[src/hdl/rssc_consts.svh]
// Register map, field positions, reset values and delay timing for the
// rail strobe sequencer. Included by the slot decoder and the sequencer module.
`ifndef RSSC_CONSTS_SVH
`define RSSC_CONSTS_SVH

// Register indices; the byte address on APB is four times the index
`define RSSC_IDX_DELAY_SEL 8'h20
`define RSSC_IDX_FACTOR 8'h21
`define RSSC_IDX_BUCK12 8'h22
`define RSSC_IDX_BUCK34 8'h23
`define RSSC_IDX_STATUS 8'h30

// Reset values
`define RSSC_RST_DELAY_SEL 8'h00
`define RSSC_RST_FACTOR 8'h00
`define RSSC_RST_BUCK12 8'h98
`define RSSC_RST_BUCK34 8'h75

// Field positions
`define RSSC_FACTOR_BIT 7
`define RSSC_SLOT9_BIT 0
`define RSSC_HI_CODE_MSB 7
`define RSSC_HI_CODE_LSB 4
`define RSSC_LO_CODE_MSB 3
`define RSSC_LO_CODE_LSB 0

// Strobe numbering and valid slot codes
`define RSSC_FIRST_STROBE 4'h1
`define RSSC_LAST_STROBE 4'hA
`define RSSC_FIRST_CODE 4'h3
`define RSSC_LAST_CODE 4'hA

// Timing: delays in microseconds, clock in MHz
`define RSSC_SHORT_DELAY_US 2000
`define RSSC_LONG_DELAY_US 5000
`define RSSC_CLK_MHZ 50
`define RSSC_SHORT_DELAY_CYC (`RSSC_SHORT_DELAY_US * `RSSC_CLK_MHZ)
`define RSSC_LONG_DELAY_CYC (`RSSC_LONG_DELAY_US * `RSSC_CLK_MHZ)
`define RSSC_PD_FACTOR 10

`endif

[src/hdl/rssc_pkg.sv]
// Types shared by the rail strobe sequencer.
// Constants live in rssc_consts.svh.
package rssc_pkg;

	typedef enum logic [1:0] {
		RSSC_IDLE = 2'b00,
		RSSC_WAIT = 2'b01,
		RSSC_FIRE = 2'b10
	} rssc_state_t;

	typedef struct packed {
		logic [7:0] delay_sel;
		logic powerdown_delay_multiplier;
		logic slot9_delay_sel;
		logic [3:0] buck2_slot_code;
		logic [3:0] buck1_slot_code;
		logic [3:0] buck4_slot_code;
		logic [3:0] buck3_slot_code;
	} rssc_regs_t;

	typedef struct packed {
		logic busy;
		logic powering_down;
		logic [3:0] strobe;
		logic [3:0] rail_en;
	} rssc_status_t;

endpackage : rssc_pkg

[src/hdl/rssc_delay_timer.sv]
// Down counter for one inter-strobe delay.
// Assumes load is a one-cycle pulse from the sequencer on the same clock.
`timescale 1ns/1ps
module rssc_delay_timer #(
	parameter int CNT_W = 24
) (
	input wire logic pclk,
	input wire logic presetn,
	input wire logic load,
	input wire logic [CNT_W-1:0] count,
	output logic done
);
	logic [CNT_W-1:0] cnt_r;
	logic [CNT_W-1:0] cnt_nxt;
	logic done_nxt;

	initial begin
		if (CNT_W < 2)
			$error("rssc_delay_timer: CNT_W too small");
	end

	// Done rises count-1 edges after the load edge, so the strobe that
	// follows lands count+1 cycles after the one that loaded; count >= 2
	assign done_nxt = !load && (cnt_r == CNT_W'(2));
	assign cnt_nxt = load ? count :
		(cnt_r != '0) ? cnt_r - CNT_W'(1) : cnt_r;

	always_ff @(posedge pclk or negedge presetn) begin
		if (!presetn) begin
			cnt_r <= '0;
			done <= 1'b0;
		end else begin
			cnt_r <= cnt_nxt;
			done <= done_nxt;
		end
	end
endmodule : rssc_delay_timer

[src/hdl/rssc_slot_decode.sv]
// Decodes one rail's slot code against the strobe now firing.
// Purely combinational; the sequencer registers the result.
`timescale 1ns/1ps
`include "rssc_consts.svh"
module rssc_slot_decode (
	input wire logic [3:0] code,
	input wire logic [3:0] strobe,
	output logic hit
);
	function automatic logic code_valid(input logic [3:0] c);
		code_valid = (c >= `RSSC_FIRST_CODE) && (c <= `RSSC_LAST_CODE);
	endfunction : code_valid

	// Codes outside 3..A leave the rail out of sequencing
	assign hit = code_valid(code) && (code == strobe);
endmodule : rssc_slot_decode

[src/hdl/rssc_seq.sv]
// Rail strobe sequencer: APB registers for delays and slot codes, plus
// the strobe engine that walks strobes 1..10 up and 10..1 down.
// Assumes power_up_req and power_down_req come from pins (synchronised
// here) and that the APB master obeys the usual setup/access phases.
//
// Contract
// - Delay slot k is 2 ms or 5 ms
// - Slots 8..1 select at bits 7..0
// - Slot 9 select at bit 0 of second
// - Multiplier bit 7 scales power-down delays tenfold
// - Power-up delays never scaled
// - Codes 3..A enable rail at that strobe
// - Other codes leave rail unsequenced
// - Second rail code bits 7-4, reset 9
// - First rail code bits 3-0, reset 8
// - Delay-select register resets to zero
// - Third/fourth rail register resets to 0x75
// - Fourth rail high nibble, third low nibble
`timescale 1ns/1ps
`include "rssc_consts.svh"
module rssc_seq #(
	parameter int ADDR_W = 12,
	parameter int CNT_W = 24,
	parameter int SHORT_CYC = `RSSC_SHORT_DELAY_CYC,
	parameter int LONG_CYC = `RSSC_LONG_DELAY_CYC
) (
	input wire logic pclk,
	input wire logic presetn,
	input wire logic psel,
	input wire logic penable,
	input wire logic pwrite,
	input wire logic [ADDR_W-1:0] paddr,
	input wire logic [31:0] pwdata,
	output logic [31:0] prdata,
	output logic pready,
	output logic pslverr,
	input wire logic power_up_req,
	input wire logic power_down_req,
	output logic [3:0] rail_en,
	output logic strobe_pulse,
	output logic seq_busy
);
	initial begin
		if (ADDR_W < 10)
			$error("rssc_seq: ADDR_W cannot reach the map");
		// The timer needs a count of at least two to raise done
		if (SHORT_CYC < 2 || LONG_CYC < SHORT_CYC)
			$error("rssc_seq: bad delay counts");
		if (longint'(LONG_CYC) * `RSSC_PD_FACTOR >= (longint'(1) << CNT_W))
			$error("rssc_seq: CNT_W too small for scaled delay");
	end

	function automatic logic [ADDR_W-1:0] byte_addr(input logic [7:0] idx);
		byte_addr = ADDR_W'({idx, 2'b00});
	endfunction : byte_addr

	// ---------------- APB register file ----------------
	rssc_pkg::rssc_regs_t regs_r;
	rssc_pkg::rssc_regs_t regs_nxt;
	rssc_pkg::rssc_status_t status;
	logic [31:0] rdata_nxt;
	logic err_nxt;

	wire setup_ph = psel && !penable;
	wire wr_take = psel && penable && pready && pwrite;
	wire sel_dly = paddr == byte_addr(`RSSC_IDX_DELAY_SEL);
	wire sel_fct = paddr == byte_addr(`RSSC_IDX_FACTOR);
	wire sel_b12 = paddr == byte_addr(`RSSC_IDX_BUCK12);
	wire sel_b34 = paddr == byte_addr(`RSSC_IDX_BUCK34);
	wire sel_sts = paddr == byte_addr(`RSSC_IDX_STATUS);
	wire mapped = sel_dly || sel_fct || sel_b12 || sel_b34 || sel_sts;
	// Status is read-only; a write to it is refused like an unmapped one
	wire bad_acc = !mapped || (sel_sts && pwrite);

	wire [7:0] fct_byte = {regs_r.powerdown_delay_multiplier, 6'h00,
		regs_r.slot9_delay_sel};
	wire [7:0] b12_byte = {regs_r.buck2_slot_code, regs_r.buck1_slot_code};
	wire [7:0] b34_byte = {regs_r.buck4_slot_code, regs_r.buck3_slot_code};

	assign rdata_nxt = (!setup_ph || pwrite) ? 32'h0000_0000 :
		sel_dly ? {24'h00_0000, regs_r.delay_sel} :
		sel_fct ? {24'h00_0000, fct_byte} :
		sel_b12 ? {24'h00_0000, b12_byte} :
		sel_b34 ? {24'h00_0000, b34_byte} :
		sel_sts ? {22'h0, status} : 32'h0000_0000;
	assign err_nxt = setup_ph && bad_acc;

	always_comb begin
		regs_nxt = regs_r;
		if (wr_take && !pslverr) begin
			if (sel_dly)
				regs_nxt.delay_sel = pwdata[7:0];
			if (sel_fct) begin
				regs_nxt.powerdown_delay_multiplier = pwdata[`RSSC_FACTOR_BIT];
				regs_nxt.slot9_delay_sel = pwdata[`RSSC_SLOT9_BIT];
			end
			if (sel_b12) begin
				regs_nxt.buck2_slot_code =
					pwdata[`RSSC_HI_CODE_MSB:`RSSC_HI_CODE_LSB];
				regs_nxt.buck1_slot_code =
					pwdata[`RSSC_LO_CODE_MSB:`RSSC_LO_CODE_LSB];
			end
			if (sel_b34) begin
				regs_nxt.buck4_slot_code =
					pwdata[`RSSC_HI_CODE_MSB:`RSSC_HI_CODE_LSB];
				regs_nxt.buck3_slot_code =
					pwdata[`RSSC_LO_CODE_MSB:`RSSC_LO_CODE_LSB];
			end
		end
	end

	always_ff @(posedge pclk or negedge presetn) begin
		if (!presetn) begin
			regs_r.delay_sel <= `RSSC_RST_DELAY_SEL;
			regs_r.powerdown_delay_multiplier <= 1'b0;
			regs_r.slot9_delay_sel <= 1'b0;
			regs_r.buck2_slot_code <= 4'(`RSSC_RST_BUCK12 >> 4);
			regs_r.buck1_slot_code <= 4'(`RSSC_RST_BUCK12);
			regs_r.buck4_slot_code <= 4'(`RSSC_RST_BUCK34 >> 4);
			regs_r.buck3_slot_code <= 4'(`RSSC_RST_BUCK34);
			prdata <= 32'h0000_0000;
			pready <= 1'b0;
			pslverr <= 1'b0;
		end else begin
			regs_r <= regs_nxt;
			prdata <= rdata_nxt;
			pready <= setup_ph;
			pslverr <= err_nxt;
		end
	end

	// ---------------- Request synchronisers ----------------
	logic [2:0] up_sync_r;
	logic [2:0] dn_sync_r;
	always_ff @(posedge pclk or negedge presetn) begin
		if (!presetn) begin
			up_sync_r <= 3'h0;
			dn_sync_r <= 3'h0;
		end else begin
			up_sync_r <= {up_sync_r[1:0], power_up_req};
			dn_sync_r <= {dn_sync_r[1:0], power_down_req};
		end
	end
	// Edges only look at the second and third stages
	wire up_edge = up_sync_r[1] && !up_sync_r[2];
	wire dn_edge = dn_sync_r[1] && !dn_sync_r[2];

	// ---------------- Strobe engine ----------------
	rssc_pkg::rssc_state_t state_r;
	rssc_pkg::rssc_state_t state_nxt;
	logic [3:0] strobe_r;
	logic [3:0] strobe_nxt;
	logic down_r;
	logic down_nxt;
	logic [3:0] hit;
	logic [3:0] rail_nxt;
	logic tmr_load;
	logic tmr_done;
	logic [CNT_W-1:0] tmr_count;
	logic [3:0] slot;

	logic [3:0] codes [4];
	assign codes = '{regs_r.buck1_slot_code, regs_r.buck2_slot_code,
		regs_r.buck3_slot_code, regs_r.buck4_slot_code};

	genvar g;
	generate
		for (g = 0; g < 4; g++) begin : g_rail
			rssc_slot_decode u_dec (
				.code(codes[g]),
				.strobe(strobe_r),
				.hit(hit[g])
			);
		end
	endgenerate

	// Slot select: slots 1..8 from the first register, 9 from the second
	function automatic logic slot_long(input rssc_pkg::rssc_regs_t r,
		input logic [3:0] k);
		if (k == 4'h9)
			slot_long = r.slot9_delay_sel;
		else
			slot_long = r.delay_sel[3'(k - 4'h1)];
	endfunction : slot_long

	// Going down, the gap before strobe k-1 is slot k-1
	assign slot = down_r ? strobe_r - 4'h1 : strobe_r;
	wire [CNT_W-1:0] base_cyc = slot_long(regs_r, slot) ?
		CNT_W'(LONG_CYC) : CNT_W'(SHORT_CYC);
	// Scaling is applied only on the power-down walk
	wire scale = down_r && regs_r.powerdown_delay_multiplier;
	assign tmr_count = scale ?
		CNT_W'(base_cyc * CNT_W'(`RSSC_PD_FACTOR)) : base_cyc;
	wire last = down_r ? (strobe_r == `RSSC_FIRST_STROBE) :
		(strobe_r == `RSSC_LAST_STROBE);

	assign tmr_load = (state_r == rssc_pkg::RSSC_FIRE) && !last;

	rssc_delay_timer #(
		.CNT_W(CNT_W)
	) u_timer (
		.pclk(pclk),
		.presetn(presetn),
		.load(tmr_load),
		.count(tmr_count),
		.done(tmr_done)
	);

	always_comb begin
		state_nxt = state_r;
		strobe_nxt = strobe_r;
		down_nxt = down_r;
		case (state_r)
			rssc_pkg::RSSC_IDLE: begin
				// A power-down request wins if both arrive together
				if (dn_edge) begin
					down_nxt = 1'b1;
					strobe_nxt = `RSSC_LAST_STROBE;
					state_nxt = rssc_pkg::RSSC_FIRE;
				end else if (up_edge) begin
					down_nxt = 1'b0;
					strobe_nxt = `RSSC_FIRST_STROBE;
					state_nxt = rssc_pkg::RSSC_FIRE;
				end
			end
			rssc_pkg::RSSC_FIRE: begin
				state_nxt = last ? rssc_pkg::RSSC_IDLE :
					rssc_pkg::RSSC_WAIT;
			end
			rssc_pkg::RSSC_WAIT: begin
				if (tmr_done) begin
					strobe_nxt = down_r ? strobe_r - 4'h1 :
						strobe_r + 4'h1;
					state_nxt = rssc_pkg::RSSC_FIRE;
				end
			end
			default: begin
				state_nxt = rssc_pkg::RSSC_IDLE;
			end
		endcase
	end

	// Rails outside sequencer control keep their level
	wire firing = state_r == rssc_pkg::RSSC_FIRE;
	assign rail_nxt = !firing ? rail_en :
		down_r ? (rail_en & ~hit) : (rail_en | hit);

	assign status = '{busy: seq_busy, powering_down: down_r,
		strobe: strobe_r, rail_en: rail_en};

	always_ff @(posedge pclk or negedge presetn) begin
		if (!presetn) begin
			state_r <= rssc_pkg::RSSC_IDLE;
			strobe_r <= 4'h0;
			down_r <= 1'b0;
			rail_en <= 4'h0;
			strobe_pulse <= 1'b0;
			seq_busy <= 1'b0;
		end else begin
			state_r <= state_nxt;
			strobe_r <= strobe_nxt;
			down_r <= down_nxt;
			rail_en <= rail_nxt;
			strobe_pulse <= state_nxt == rssc_pkg::RSSC_FIRE;
			seq_busy <= state_nxt != rssc_pkg::RSSC_IDLE;
		end
	end

	// ---------------- Assertions ----------------
	logic dly_written_r;
	logic b12_written_r;
	logic b34_written_r;
	always_ff @(posedge pclk or negedge presetn) begin
		if (!presetn) begin
			dly_written_r <= 1'b0;
			b12_written_r <= 1'b0;
			b34_written_r <= 1'b0;
		end else begin
			dly_written_r <= dly_written_r || (wr_take && sel_dly);
			b12_written_r <= b12_written_r || (wr_take && sel_b12);
			b34_written_r <= b34_written_r || (wr_take && sel_b34);
		end
	end

	a_slot_length: assert property (@(posedge pclk) disable iff (!presetn)
		tmr_load && !down_r |-> tmr_count ==
			(slot_long(regs_r, strobe_r) ? CNT_W'(LONG_CYC) :
			CNT_W'(SHORT_CYC)))
		else $error("power-up delay slot length wrong");
	a_delay_write: assert property (@(posedge pclk) disable iff (!presetn)
		wr_take && sel_dly && !pslverr |=> regs_r.delay_sel ==
			$past(pwdata[7:0]))
		else $error("delay select write not stored");
	a_slot9_write: assert property (@(posedge pclk) disable iff (!presetn)
		wr_take && sel_fct |=> regs_r.slot9_delay_sel == $past(pwdata[0]))
		else $error("slot 9 select not stored at bit 0");
	a_down_scaled: assert property (@(posedge pclk) disable iff (!presetn)
		tmr_load && down_r && regs_r.powerdown_delay_multiplier |->
			tmr_count == CNT_W'(base_cyc * CNT_W'(`RSSC_PD_FACTOR)))
		else $error("power-down delay not scaled tenfold");
	a_up_unscaled: assert property (@(posedge pclk) disable iff (!presetn)
		tmr_load && !down_r |-> tmr_count <= CNT_W'(LONG_CYC))
		else $error("power-up delay was scaled");
	a_rail_on: assert property (@(posedge pclk) disable iff (!presetn)
		firing && !down_r && codes[0] == strobe_r &&
			codes[0] >= `RSSC_FIRST_CODE &&
			codes[0] <= `RSSC_LAST_CODE |=> rail_en[0])
		else $error("rail not enabled at its strobe");
	a_rail_free: assert property (@(posedge pclk) disable iff (!presetn)
		firing && (codes[1] < `RSSC_FIRST_CODE ||
			codes[1] > `RSSC_LAST_CODE) |=> $stable(rail_en[1]))
		else $error("unsequenced rail changed");
	a_b12_reset: assert property (@(posedge pclk) disable iff (!presetn)
		!b12_written_r |-> b12_byte == `RSSC_RST_BUCK12)
		else $error("first pair slot codes lost reset value");
	a_dly_reset: assert property (@(posedge pclk) disable iff (!presetn)
		!dly_written_r |-> regs_r.delay_sel == `RSSC_RST_DELAY_SEL)
		else $error("delay select lost reset value");
	a_b34_reset: assert property (@(posedge pclk) disable iff (!presetn)
		!b34_written_r |-> b34_byte == `RSSC_RST_BUCK34)
		else $error("second pair slot codes lost reset value");
	a_strobe_step: assert property (@(posedge pclk) disable iff (!presetn)
		state_r == rssc_pkg::RSSC_WAIT && tmr_done && !down_r |=>
			firing && strobe_r == $past(strobe_r) + 4'h1)
		else $error("power-up strobe did not advance by one");

	c_up_done: cover property (@(posedge pclk) disable iff (!presetn)
		firing && !down_r && strobe_r == `RSSC_LAST_STROBE);
	c_down_done: cover property (@(posedge pclk) disable iff (!presetn)
		firing && down_r && strobe_r == `RSSC_FIRST_STROBE);
	c_scaled: cover property (@(posedge pclk) disable iff (!presetn)
		tmr_load && scale);
	c_bad_addr: cover property (@(posedge pclk) disable iff (!presetn)
		psel && penable && pslverr);
endmodule : rssc_seq

[config.mk]
export PLATFORM = sky130hd
export DESIGN_NAME = rssc_seq
export DESIGN_NICKNAME = d
export VERILOG_FILES = /design/src/hdl/rssc_pkg.sv /design/src/hdl/rssc_delay_timer.sv /design/src/hdl/rssc_slot_decode.sv /design/src/hdl/rssc_seq.sv
export VERILOG_INCLUDE_DIRS = /design/src /design/src/hdl
export SDC_FILE = /design/constraint.sdc
export NUM_CORES = 1
export LEC_CHECK = 0
export ABC_AREA = 0
export BUFFER_PORTS_ARGS = -buffer_cell sky130_fd_sc_hd__clkbuf_2
export CORE_ASPECT_RATIO = 0.9
export CORE_UTILIZATION = 30
export DETAILED_ROUTE_END_ITERATION = 16
export PLACE_DENSITY = 0.54
export SKIP_LAST_GASP = 1
export SYNTH_ARGS = -nofsm -noshare
export SYNTH_HDL_FRONTEND = slang
export SYNTH_SLANG_ARGS = --single-unit
[constraint.sdc]
create_clock -name pclk -period 3.22 [get_ports pclk]
set_input_delay 0.161 -clock pclk [delete_from_list [all_inputs] [get_ports pclk]]
set_output_delay 0.161 -clock pclk [all_outputs]
set_load 0.03 [all_outputs]
### Word level (Yosys, flattened, before mapping)

Cells that the tools add are included.

| word-level totals | value |
|---|---|
| input port bits | 51 |
| register bits | 82 |
| bits in latches | 0 |
| bits in read-only memories | 0 |
| memory bits (writable) | 0 |
| memories kept | 0 |
| output and inout bits | 40 |
| word-level logic and storage cells | 129 |

| cells by class | value |
|---|---|
| $lt $le $gt $ge | 9 |
| add/subtract/negate cells | 4 |
| multiplexer cells | 28 |
| equal/unequal tests | 18 |
| shift operators | 0 |
| bitwise operators | 3 |
| divide/modulo/power cells | 0 |
| reduce and logical (&&, ||, !) cells | 46 |
| multiply operators | 1 |

Operators by type and width:

| kind | count |
|---|---|
| $eq 12x8->1 const B | 5 |
| $mux 10 | 6 |
| $mux 24 | 2 |
| $eq 24x2->1 const B | 1 |
| $mux 4 | 6 |
| $reduce_bool 24->1 | 1 |
| $sub 24x1->24 const B | 1 |
| $mux 22 | 1 |
| $mul 18x3->21 const B | 1 |
| $logic_and 1x1->1 | 20 |
| $mux 18 | 1 |
| $eq 4x4->1 | 4 |
| $ge 4x2->1 const B | 4 |
| $le 4x4->1 const B | 4 |
| $reduce_and 2->1 | 5 |
| $eq 4x4->1 const B | 2 |
| $logic_not 1->1 | 8 |
| $pmux 4 s2 | 1 |
| $reduce_bool 2->1 | 4 |
| $logic_or 1x1->1 | 6 |
| $mux 1 | 6 |
| $mux 2 | 3 |
| $pmux 2 s3 | 1 |
| $add 4x1->4 const B | 1 |
| other kinds (14) | 15 |

### Logic depth before layout (Yosys ltp)

Gate-level depths: netlist of run 1.

| logic depth | value |
|---|---|
| word-level depth | 10 |
| mapped depth | 14 |
| mapped depth without buffers | 13 |

### By module

Synthesis of run 1 repeated with hierarchy kept, for this count alone.

| second synthesis, totals | value |
|---|---|
| cell total of the unflattened synthesis | 470 |
| area, all modules | 4884.7 um^2 |

By module, submodules not included:

| module | area each (um^2) | times used | cells an instance |
|---|---|---|---|
| rssc_seq | 3072.9 | 1 | 264 |
| rssc_delay_timer | 1501.4 | 1 | 170 |
| rssc_slot_decode | 77.6 | 4 | 9 |

### Worst setup path before layout of run 1

No wires, ideal clock.

| timing path | value |
|---|---|
| path kind | flip-flop to flip-flop |
| start point | register strobe_r[0] |
| end point | register u_timer.cnt_r[14] |
| stages on the path, launching flop included | 14 |
| data arrival time | 2.857 ns |
| library setup time | 0.128 ns |
| setup slack | 0.235 ns |
| path buffers | 1 |
| cells stage by stage | dfrtp_1 > clkbuf_1 > inv_1 > ha_1 > inv_1 > a21oi_1 > ha_1 > mux4_2 > mux2_2 > mux2_2 > inv_1 > ha_1 > nand2_1 > o21ai_0 |

| between the ends | value |
|---|---|
| word-level cells in the longest chain between the ends | 10 |
| elaborated cells between the ends (all ways) | 17 |

RTL lines:

| what | RTL line | RTL |
|---|---|---|
| from (decl) | rssc_seq.sv:151 | `logic [3:0] strobe_r;` |
| from (signal assigned) | rssc_seq.sv:261 | `strobe_r <= strobe_nxt;` |
| $sub 4x1->4 | rssc_seq.sv:187 | `assign slot = down_r ? strobe_r - 4'h1 : strobe_r;` |
| $mux 4 | rssc_seq.sv:187 |  |
| $sub 3x1->3 | rssc_seq.sv:183 | `slot_long = r.delay_sel[3'(k - 4'h1)];` |
| $bmux 1 s3 | rssc_seq.sv:183 |  |
| $mux 1 (not written as such) | rssc_seq.sv:183 |  |
| $mux 1 | rssc_seq.sv:180 | `if (k == 4'h9)` |
| $mux 18 | rssc_seq.sv:188 | `wire [CNT_W-1:0] base_cyc = slot_long(regs_r, slot) ?` |
| $mul 18x3->21 | rssc_seq.sv:193 | `` CNT_W'(base_cyc * CNT_W'(`RSSC_PD_FACTOR)) : base_cyc; `` |
| $mux 22 | rssc_seq.sv:192 | `assign tmr_count = scale ?` |
| $mux 24 | rssc_delay_timer.sv:25 | `assign cnt_nxt = load ? count :` |
| to (signal assigned) | rssc_delay_timer.sv:33 | `cnt_r <= cnt_nxt;` |
| to (decl) | rssc_delay_timer.sv:13 | `logic [CNT_W-1:0] cnt_r;` |

Several ways; a longest one is shown, not always the timed one. The select of a mux whose other input is x is not followed.
A chain may end at the register's enable or synchronous reset.

### Worst setup path in the final report of run 1

Same ends and word-level chain as after synthesis.

==> metrics.cfg, run 1 <==
[run_status]
outcome=finished, violations left
violations=hold timing

[critical_path]
slowest_stage=dfrtp_1
critPathRequiredTime_ps=3430
critPathLaunchType=register
critical_path_class=register to register
cp_slowest_stage_delay_ps=350
crit_chain=inv_1 -> ha_1 -> inv_1 -> a21oi_1 -> ha_1 -> mux4_2 -> mux2_2 -> mux2_2 -> inv_1 -> ha_1 -> nand2_1 -> o21ai_0
cp_max_fo=5
worstSetupEndpointType=register
cp.arrival_ps=3050
r2r_setup_slack_ps=370

[cts]
root_buffer=clkbuf_16
clockBufferDepth=2
post_cts.repair.setup_buffers=0
htree_levels=3
cts_buffers=9
cts_tree=done
clk_pin_slew_ps=60
clkSinkCount=82
cts_resized=0
clk_latency_ps=340
hold_buffers=2

[finish]
diodes=0
layout_common_cells=dfrtp_1 (74), clkbuf_2 (43), mux2_2 (29), o21ai_0 (25), nor2_1 (23)
seqCellArea_um2=2062
drive_above_1_share_pct=23.49
syn_to_final_growth_pct=14.02
fin_nets=544
fillers=1485
layout_commonest_cell=dfrtp_1
final_cells=679
multi_input_comb_area_um2=2283

[sta]
hold_ws_ps=-11.12
tightest_slew_ps=1042
fin_skew_ps=8.529
hold_violations=4
grt_setup_unrepaired=no
post-route-period-util_pct=88.36
max_freq_mhz=351.5
relSlewSlack_pct=30.51
tns_ps=0
period_needed_ps=2845
slew_violations=0
finalSetupViolations=0

[grt]
grt_pass1_vias=3288
overflow=0
antenna_found_initial=0
grt_max_degree=83
grt_usage_pct=13.99
grt_pass1_wl_um=17330

[logic_synthesis]
synth_top_flop_cell=dfrtp_1
ys_ff_latch=82
synth_enable_flop_cells=0
syn_inst=431
async_flop_share_pct=100.0
synth.distinct_cells=59
synth_area_um2=4559
syn_avg_cell_area_um2=10.58
yosysWarnings=0
ys_seq_area_share_pct=45.23

[floorplan]
die_w_um=132.0
die-area_um2=15700
rows=42
fp.dieH_um=119.0
fp.coreArea_um2=14770
io_pins=91
start_util_pct=30.88

[place]
post-place-cells=661
place.gp.congestion=0.7852
port_buffers=44
hpwl_um=7650

[job]
maxCapViolCount=0

[worst_hold_path]
hp-class=primary input to asynchronous set/reset pin

[routing]
drt_first_pass_iters=4
antenna_left=0
drc=0
avgRoutedWirePerCell_um=15.30
vias_per_cell=4.923
routed_wl_um=10390
vias=3343
first_iter_violations=209

[power_and_ir_drop]
leakage_nw=2.388
cellPowerDensity_nw_per_um2=659.8
peakVddDrop_v=0.0002887

## cells in the mapped netlist (5+ instances only)
library cell | number | area share [%]
nor2b_1 | 7 | 0.96
inv_1 | 16 | 1.3
dfstp_2 | 8 | 4.6
dfrtp_1 | 74 | 41
nand2_1 | 17 | 1.4
nor2_1 | 23 | 1.9
o21ai_0 | 25 | 2.7
mux2i_1 | 10 | 2.2
and3_1 | 9 | 1.2
nor3_1 | 14 | 1.5
nand2b_1 | 8 | 1.1
xor2_1 | 15 | 2.9
nand3_1 | 7 | 0.77
nor4_1 | 13 | 1.8
mux2_2 | 29 | 7.2
a221o_1 | 6 | 1.3
buf_4 | 22 | 3.6
xnor2_1 | 16 | 3.1
a21oi_1 | 11 | 1.2
a211oi_1 | 5 | 0.82
or4_1 | 6 | 0.99
clkbuf_1 | 12 | 0.99
ha_1 | 17 | 4.7
## worst paths after layout
kind	end	depth (start not counted)	from
max in group asynchronous	prdata[7]	1	presetn
worst max-delay path	u_timer.cnt_r[14]	12	strobe_r[0]
worst min register to register	up_sync_r[1]	0	up_sync_r[0]
worst min-delay path	u_timer.cnt_r[20]	1	presetn
worst max register to register	u_timer.cnt_r[14]	12	strobe_r[0]
min in group pclk	pready	2	penable
## report_power, final
group	switching (W)	total (W)	internal (W)
clock network	0.000410	0.000949	0.000539
logic	0.000694	0.00116	0.000468
registers	0.000153	0.00132	0.00117
## layer usage
| metal | vias to the layer above | track usage (%) | wire (µm) |
|---|---|---|---|
| met5 | - | 0 | 0 |
| met4 | 0 | 5.087 | 180 |
| met3 | 13 | 2.639 | 450 |
| met2 | 73 | 20.50 | 4471 |
| met1 | 1652 | 20.35 | 5285 |
| li1 | 1605 | - | - |
## state kept, by name, indices dropped and copies added (netlist names), named ones only
name	cells
pready	1
dn_sync_r	3
up_sync_r	3
fct_byte	2
u_timer.cnt_r	24
strobe_r	4
seq_busy	1
b34_byte	8
strobe_pulse	1
pslverr	1
regs_r	8
prdata	10
u_timer.done	1
b12_byte	8
state_r	2
down_r	1
## cells by family (layout without fill, tap and decap cells)
kind of cell             count (synthesis)  in the layout  synth area share, %
AO/OA/AOI/OAI                           76             76                11.20
XOR/XNOR                                31             31                5.955
adder cells (fa/ha/maj)                 17             17                4.665
buffers and inverters                   53             82                6.421
flip-flops                              82             82                45.23
multiplexers                            41             41                10.35
other                                    1             22              0.08225
AND/OR/NAND/NOR                        130            130                16.11
## cell type report
cell class              count  share of cell area [%]
clock buffers              11                   4.669
clock inverters             5                  0.5776
inverters                  16                   1.155
multi-input cells         317                   43.92
flip-flops and latches     82                   39.66
well taps                 198                   4.765
repair buffers             50                   5.247
## stage by stage
step / worst slack [ps] / cell area (µm²) / utilization [%] / power, W
final: 374.9 / 5199 / 35.21 / 0.003430
after global routing: 181.9 / 5199 / 35.21 / 0.003661
after floorplan: 235.0 / 4638 / - / 0.002213
after detailed placement: 374.7 / 4906 / 33.22 / 0.002493
after CTS: 354.3 / 5199 / 35.21 / 0.003458
after global placement: 470.5 / 4906 / 33.22 / 0.002456
## critical path: cells and delay by family (launching register included)
kind | cells | cell delay, ps
muxes | 3 | 910
AOI/OAI and AO/OA | 2 | 290
DFF | 1 | 350
and+or+nand+nor | 1 | 50
adders and majority gates | 3 | 860
buffers and inverters | 3 | 240
Power figures use the tool's default switching activity.
==> run 2: changes to the inputs <==
--- a/config.mk
+++ b/config.mk
@@ -9,6 +9,7 @@
 export ABC_AREA = 0
 export BUFFER_PORTS_ARGS = -buffer_cell sky130_fd_sc_hd__clkbuf_2
 export CORE_ASPECT_RATIO = 0.9
+export CORE_MARGIN = 2
 export CORE_UTILIZATION = 30
 export DETAILED_ROUTE_END_ITERATION = 16
 export PLACE_DENSITY = 0.54
==> metrics.cfg, run 2 (synthesis results as in run 1) <==
[grt]
met1_usage_pct=19.79  ; was 20.35%
overflow=0  ; unchanged
grt_max_degree=67  ; was 83
top_usage_layer=met2  ; unchanged
grt.met3_usage_pct=2.423  ; was 2.639%
antenna_found_initial=0  ; unchanged
grt_usage_pct=13.84  ; was 13.99%
met2_usage_pct=20.61  ; was 20.50%
grt_pass1_wl_um=17660  ; was 17330 µm
grt_pass1_vias=3437  ; was 3288

[run_status]
outcome=completed  ; was finished, violations left

[finish]
fin_nets=547  ; was 544
layout_commonest_cell=dfrtp_1  ; unchanged
diodes=0  ; unchanged
syn_to_final_growth_pct=16.36  ; was 14.02%
largest_register_ffs=24  ; unchanged
reg_top3=u_timer.cnt_r x24, prdata x10  ; unchanged
drive_above_1_share_pct=23.76  ; was 23.49%
final_cells=682  ; was 679
layout_common_cells=dfrtp_1 (74), clkbuf_2 (43), mux2_2 (29), o21ai_0 (25), nor2_1 (23)  ; unchanged
top_register=u_timer.cnt_r  ; unchanged

[routing]
drt_first_pass_iters=4  ; unchanged
routed_wl_um=10470  ; was 10390 µm
drc=0  ; unchanged
avgRoutedWirePerCell_um=15.36  ; was 15.30 µm
first_iter_violations=239  ; was 209
vias_per_cell=4.934  ; was 4.923
vias=3365  ; was 3343
antenna_left=0  ; unchanged

[critical_path]
worstSetupEndpointType=register  ; unchanged
cp_max_fo=5  ; unchanged
critPathLaunchType=register  ; unchanged
critPathRequiredTime_ps=3430  ; about the same
r2r_setup_slack_ps=440  ; was 370 ps
cp_slowest_stage_delay_ps=340  ; was 350 ps
worstSetupStartpoint=strobe_r[0]  ; unchanged
critical_path_class=register to register  ; unchanged
r2r-start=strobe_r[0]  ; unchanged
slowest_stage=dfrtp_1  ; unchanged
crit_chain=inv_1 -> ha_1 -> inv_1 -> a21oi_1 -> ha_1 -> mux4_2 -> mux2_2 -> mux2_2 -> inv_1 -> ha_1 -> nand2_1 -> o21ai_0  ; unchanged
cp.arrival_ps=2990  ; was 3050 ps

[sta]
grt_setup_unrepaired=no  ; unchanged
hold_violations=0  ; was 4
finalSetupViolations=0  ; unchanged
post-route-period-util_pct=86.34  ; was 88.36%
relSlewSlack_pct=42.96  ; was 30.51%
period_needed_ps=2780  ; was 2845 ps
tightest_slew_ps=834.0  ; was 1042 ps
slew_violations=0  ; unchanged
max_freq_mhz=359.7  ; was 351.5 MHz
tns_ps=0  ; unchanged
fin_skew_ps=7.393  ; was 8.529 ps

[power_and_ir_drop]
cellPowerDensity_nw_per_um2=691.7  ; was 659.8 nW/µm²
leakage_nw=2.440  ; was 2.388 nW
peakVddDrop_v=0.0004122  ; was 0.0002887 V

[worst_hold_path]
hp-class=primary input to register  ; was primary input to asynchronous set/reset pin
worstHoldStart=penable

[floorplan]
die_w_um=134.0  ; was 132.0 µm
start_util_pct=30.88  ; unchanged
fp.coreArea_um2=14770  ; unchanged
rows=42  ; unchanged
die-area_um2=16200  ; was 15700 µm²
fp.dieH_um=121.0  ; was 119.0 µm
io_pins=91  ; unchanged

[place]
port_buffers=44  ; unchanged
post-place-cells=663  ; was 661
place.gp.congestion=0.7942  ; was 0.7852
hpwl_um=7795  ; was 7650 µm

[cts]
htree_levels=3  ; unchanged
clkSinkCount=82  ; unchanged
root_buffer=clkbuf_16  ; unchanged
clk_latency_ps=340  ; about the same
cts_tree=done  ; unchanged
clockBufferDepth=2  ; unchanged
post_cts.repair.setup_buffers=0  ; unchanged
cts_buffers=9  ; unchanged
clk_pin_slew_ps=60  ; about the same

[job]
maxCapViolCount=0  ; unchanged

run 2: changes by cell type in the layout (fill, tap and decap cells not counted):
cell / before / now
buf_4: 5 / 7
bufinv_16: 0 / 3
clkbuf_8: 1 / 2
clkinvlp_4: 2 / 1
dlygate4sd3_1: 2 / 3
clkinv_2: 3 / 0
run 2: critical path, delay by kind of cell (launching register included):
family | cells | cell delay (ps)
simple gates | 1 | 50
buf+inv | 3 | 250
mux | 3 | 880
fa+ha+maj | 3 | 850
compound gates | 2 | 270
flops | 1 | 340
run 2: final cells by class:
cell class / count / area [µm²]
Fill cell: 1472 / 9462
Timing Repair Buffer: 53 / 297.8
Sequential cell: 82 / 2062
Inverter: 16 / 60.06
Multi-Input combinational cell: 317 / 2283
Tap cell: 198 / 247.7
Clock buffer: 12 / 256.5
Clock inverter: 4 / 97.59
run 2: metrics by stage:
step / instance area (µm²) / power, W / hold WS (ps) / utilization [%] / setup slack [ps]
after detailed placement: 4921 / 0.002488 / 270.8 / 33.32 / 434.1
after floorplan: 4638 / 0.002213 / -134.6 / - / 235.0
after CTS: 5305 / 0.003710 / 20.72 / 35.93 / 403.7
after global placement: 4921 / 0.002462 / 273.4 / 33.32 / 448.8
after global routing: 5305 / 0.003919 / 41.38 / 35.93 / 188.7
final: 5305 / 0.003670 / 36.14 / 35.93 / 439.8
run 2: worst paths after layout:
| check | endpoint | cells past startpoint |
|---|---|---|
| worst max-delay path | u_timer.cnt_r[14] | 12 |
| worst min-delay path | pready | 2 |
| worst max register to register | u_timer.cnt_r[14] | 12 |
| worst min register to register | dn_sync_r[1] | 0 |
| max in group asynchronous | asynchronous set/reset pin | 3 |
| min in group asynchronous | fct_byte[7] | 2 |
run 2: where the power goes:
part           internal [W]  switching, W  leakage [nW]
logic              0.000467      0.000686          1.22
clock network      0.000800      0.000401         0.169
registers           0.00117      0.000149          1.05
total               0.00243       0.00124          2.44
run 2: what timing repair did:
item                                   in CTS  in global routing
gates resized for setup                     0                  0
endpoints found under the hold margin      59                  0
hold buffers                                3                  0
run 2: metal layers:
metal | part of all wire [%] | wire [µm]
met1 | 50 | 5263
met3 | 4.2 | 440
met5 | 0 | 0
met4 | 1.8 | 191
met2 | 44 | 4578
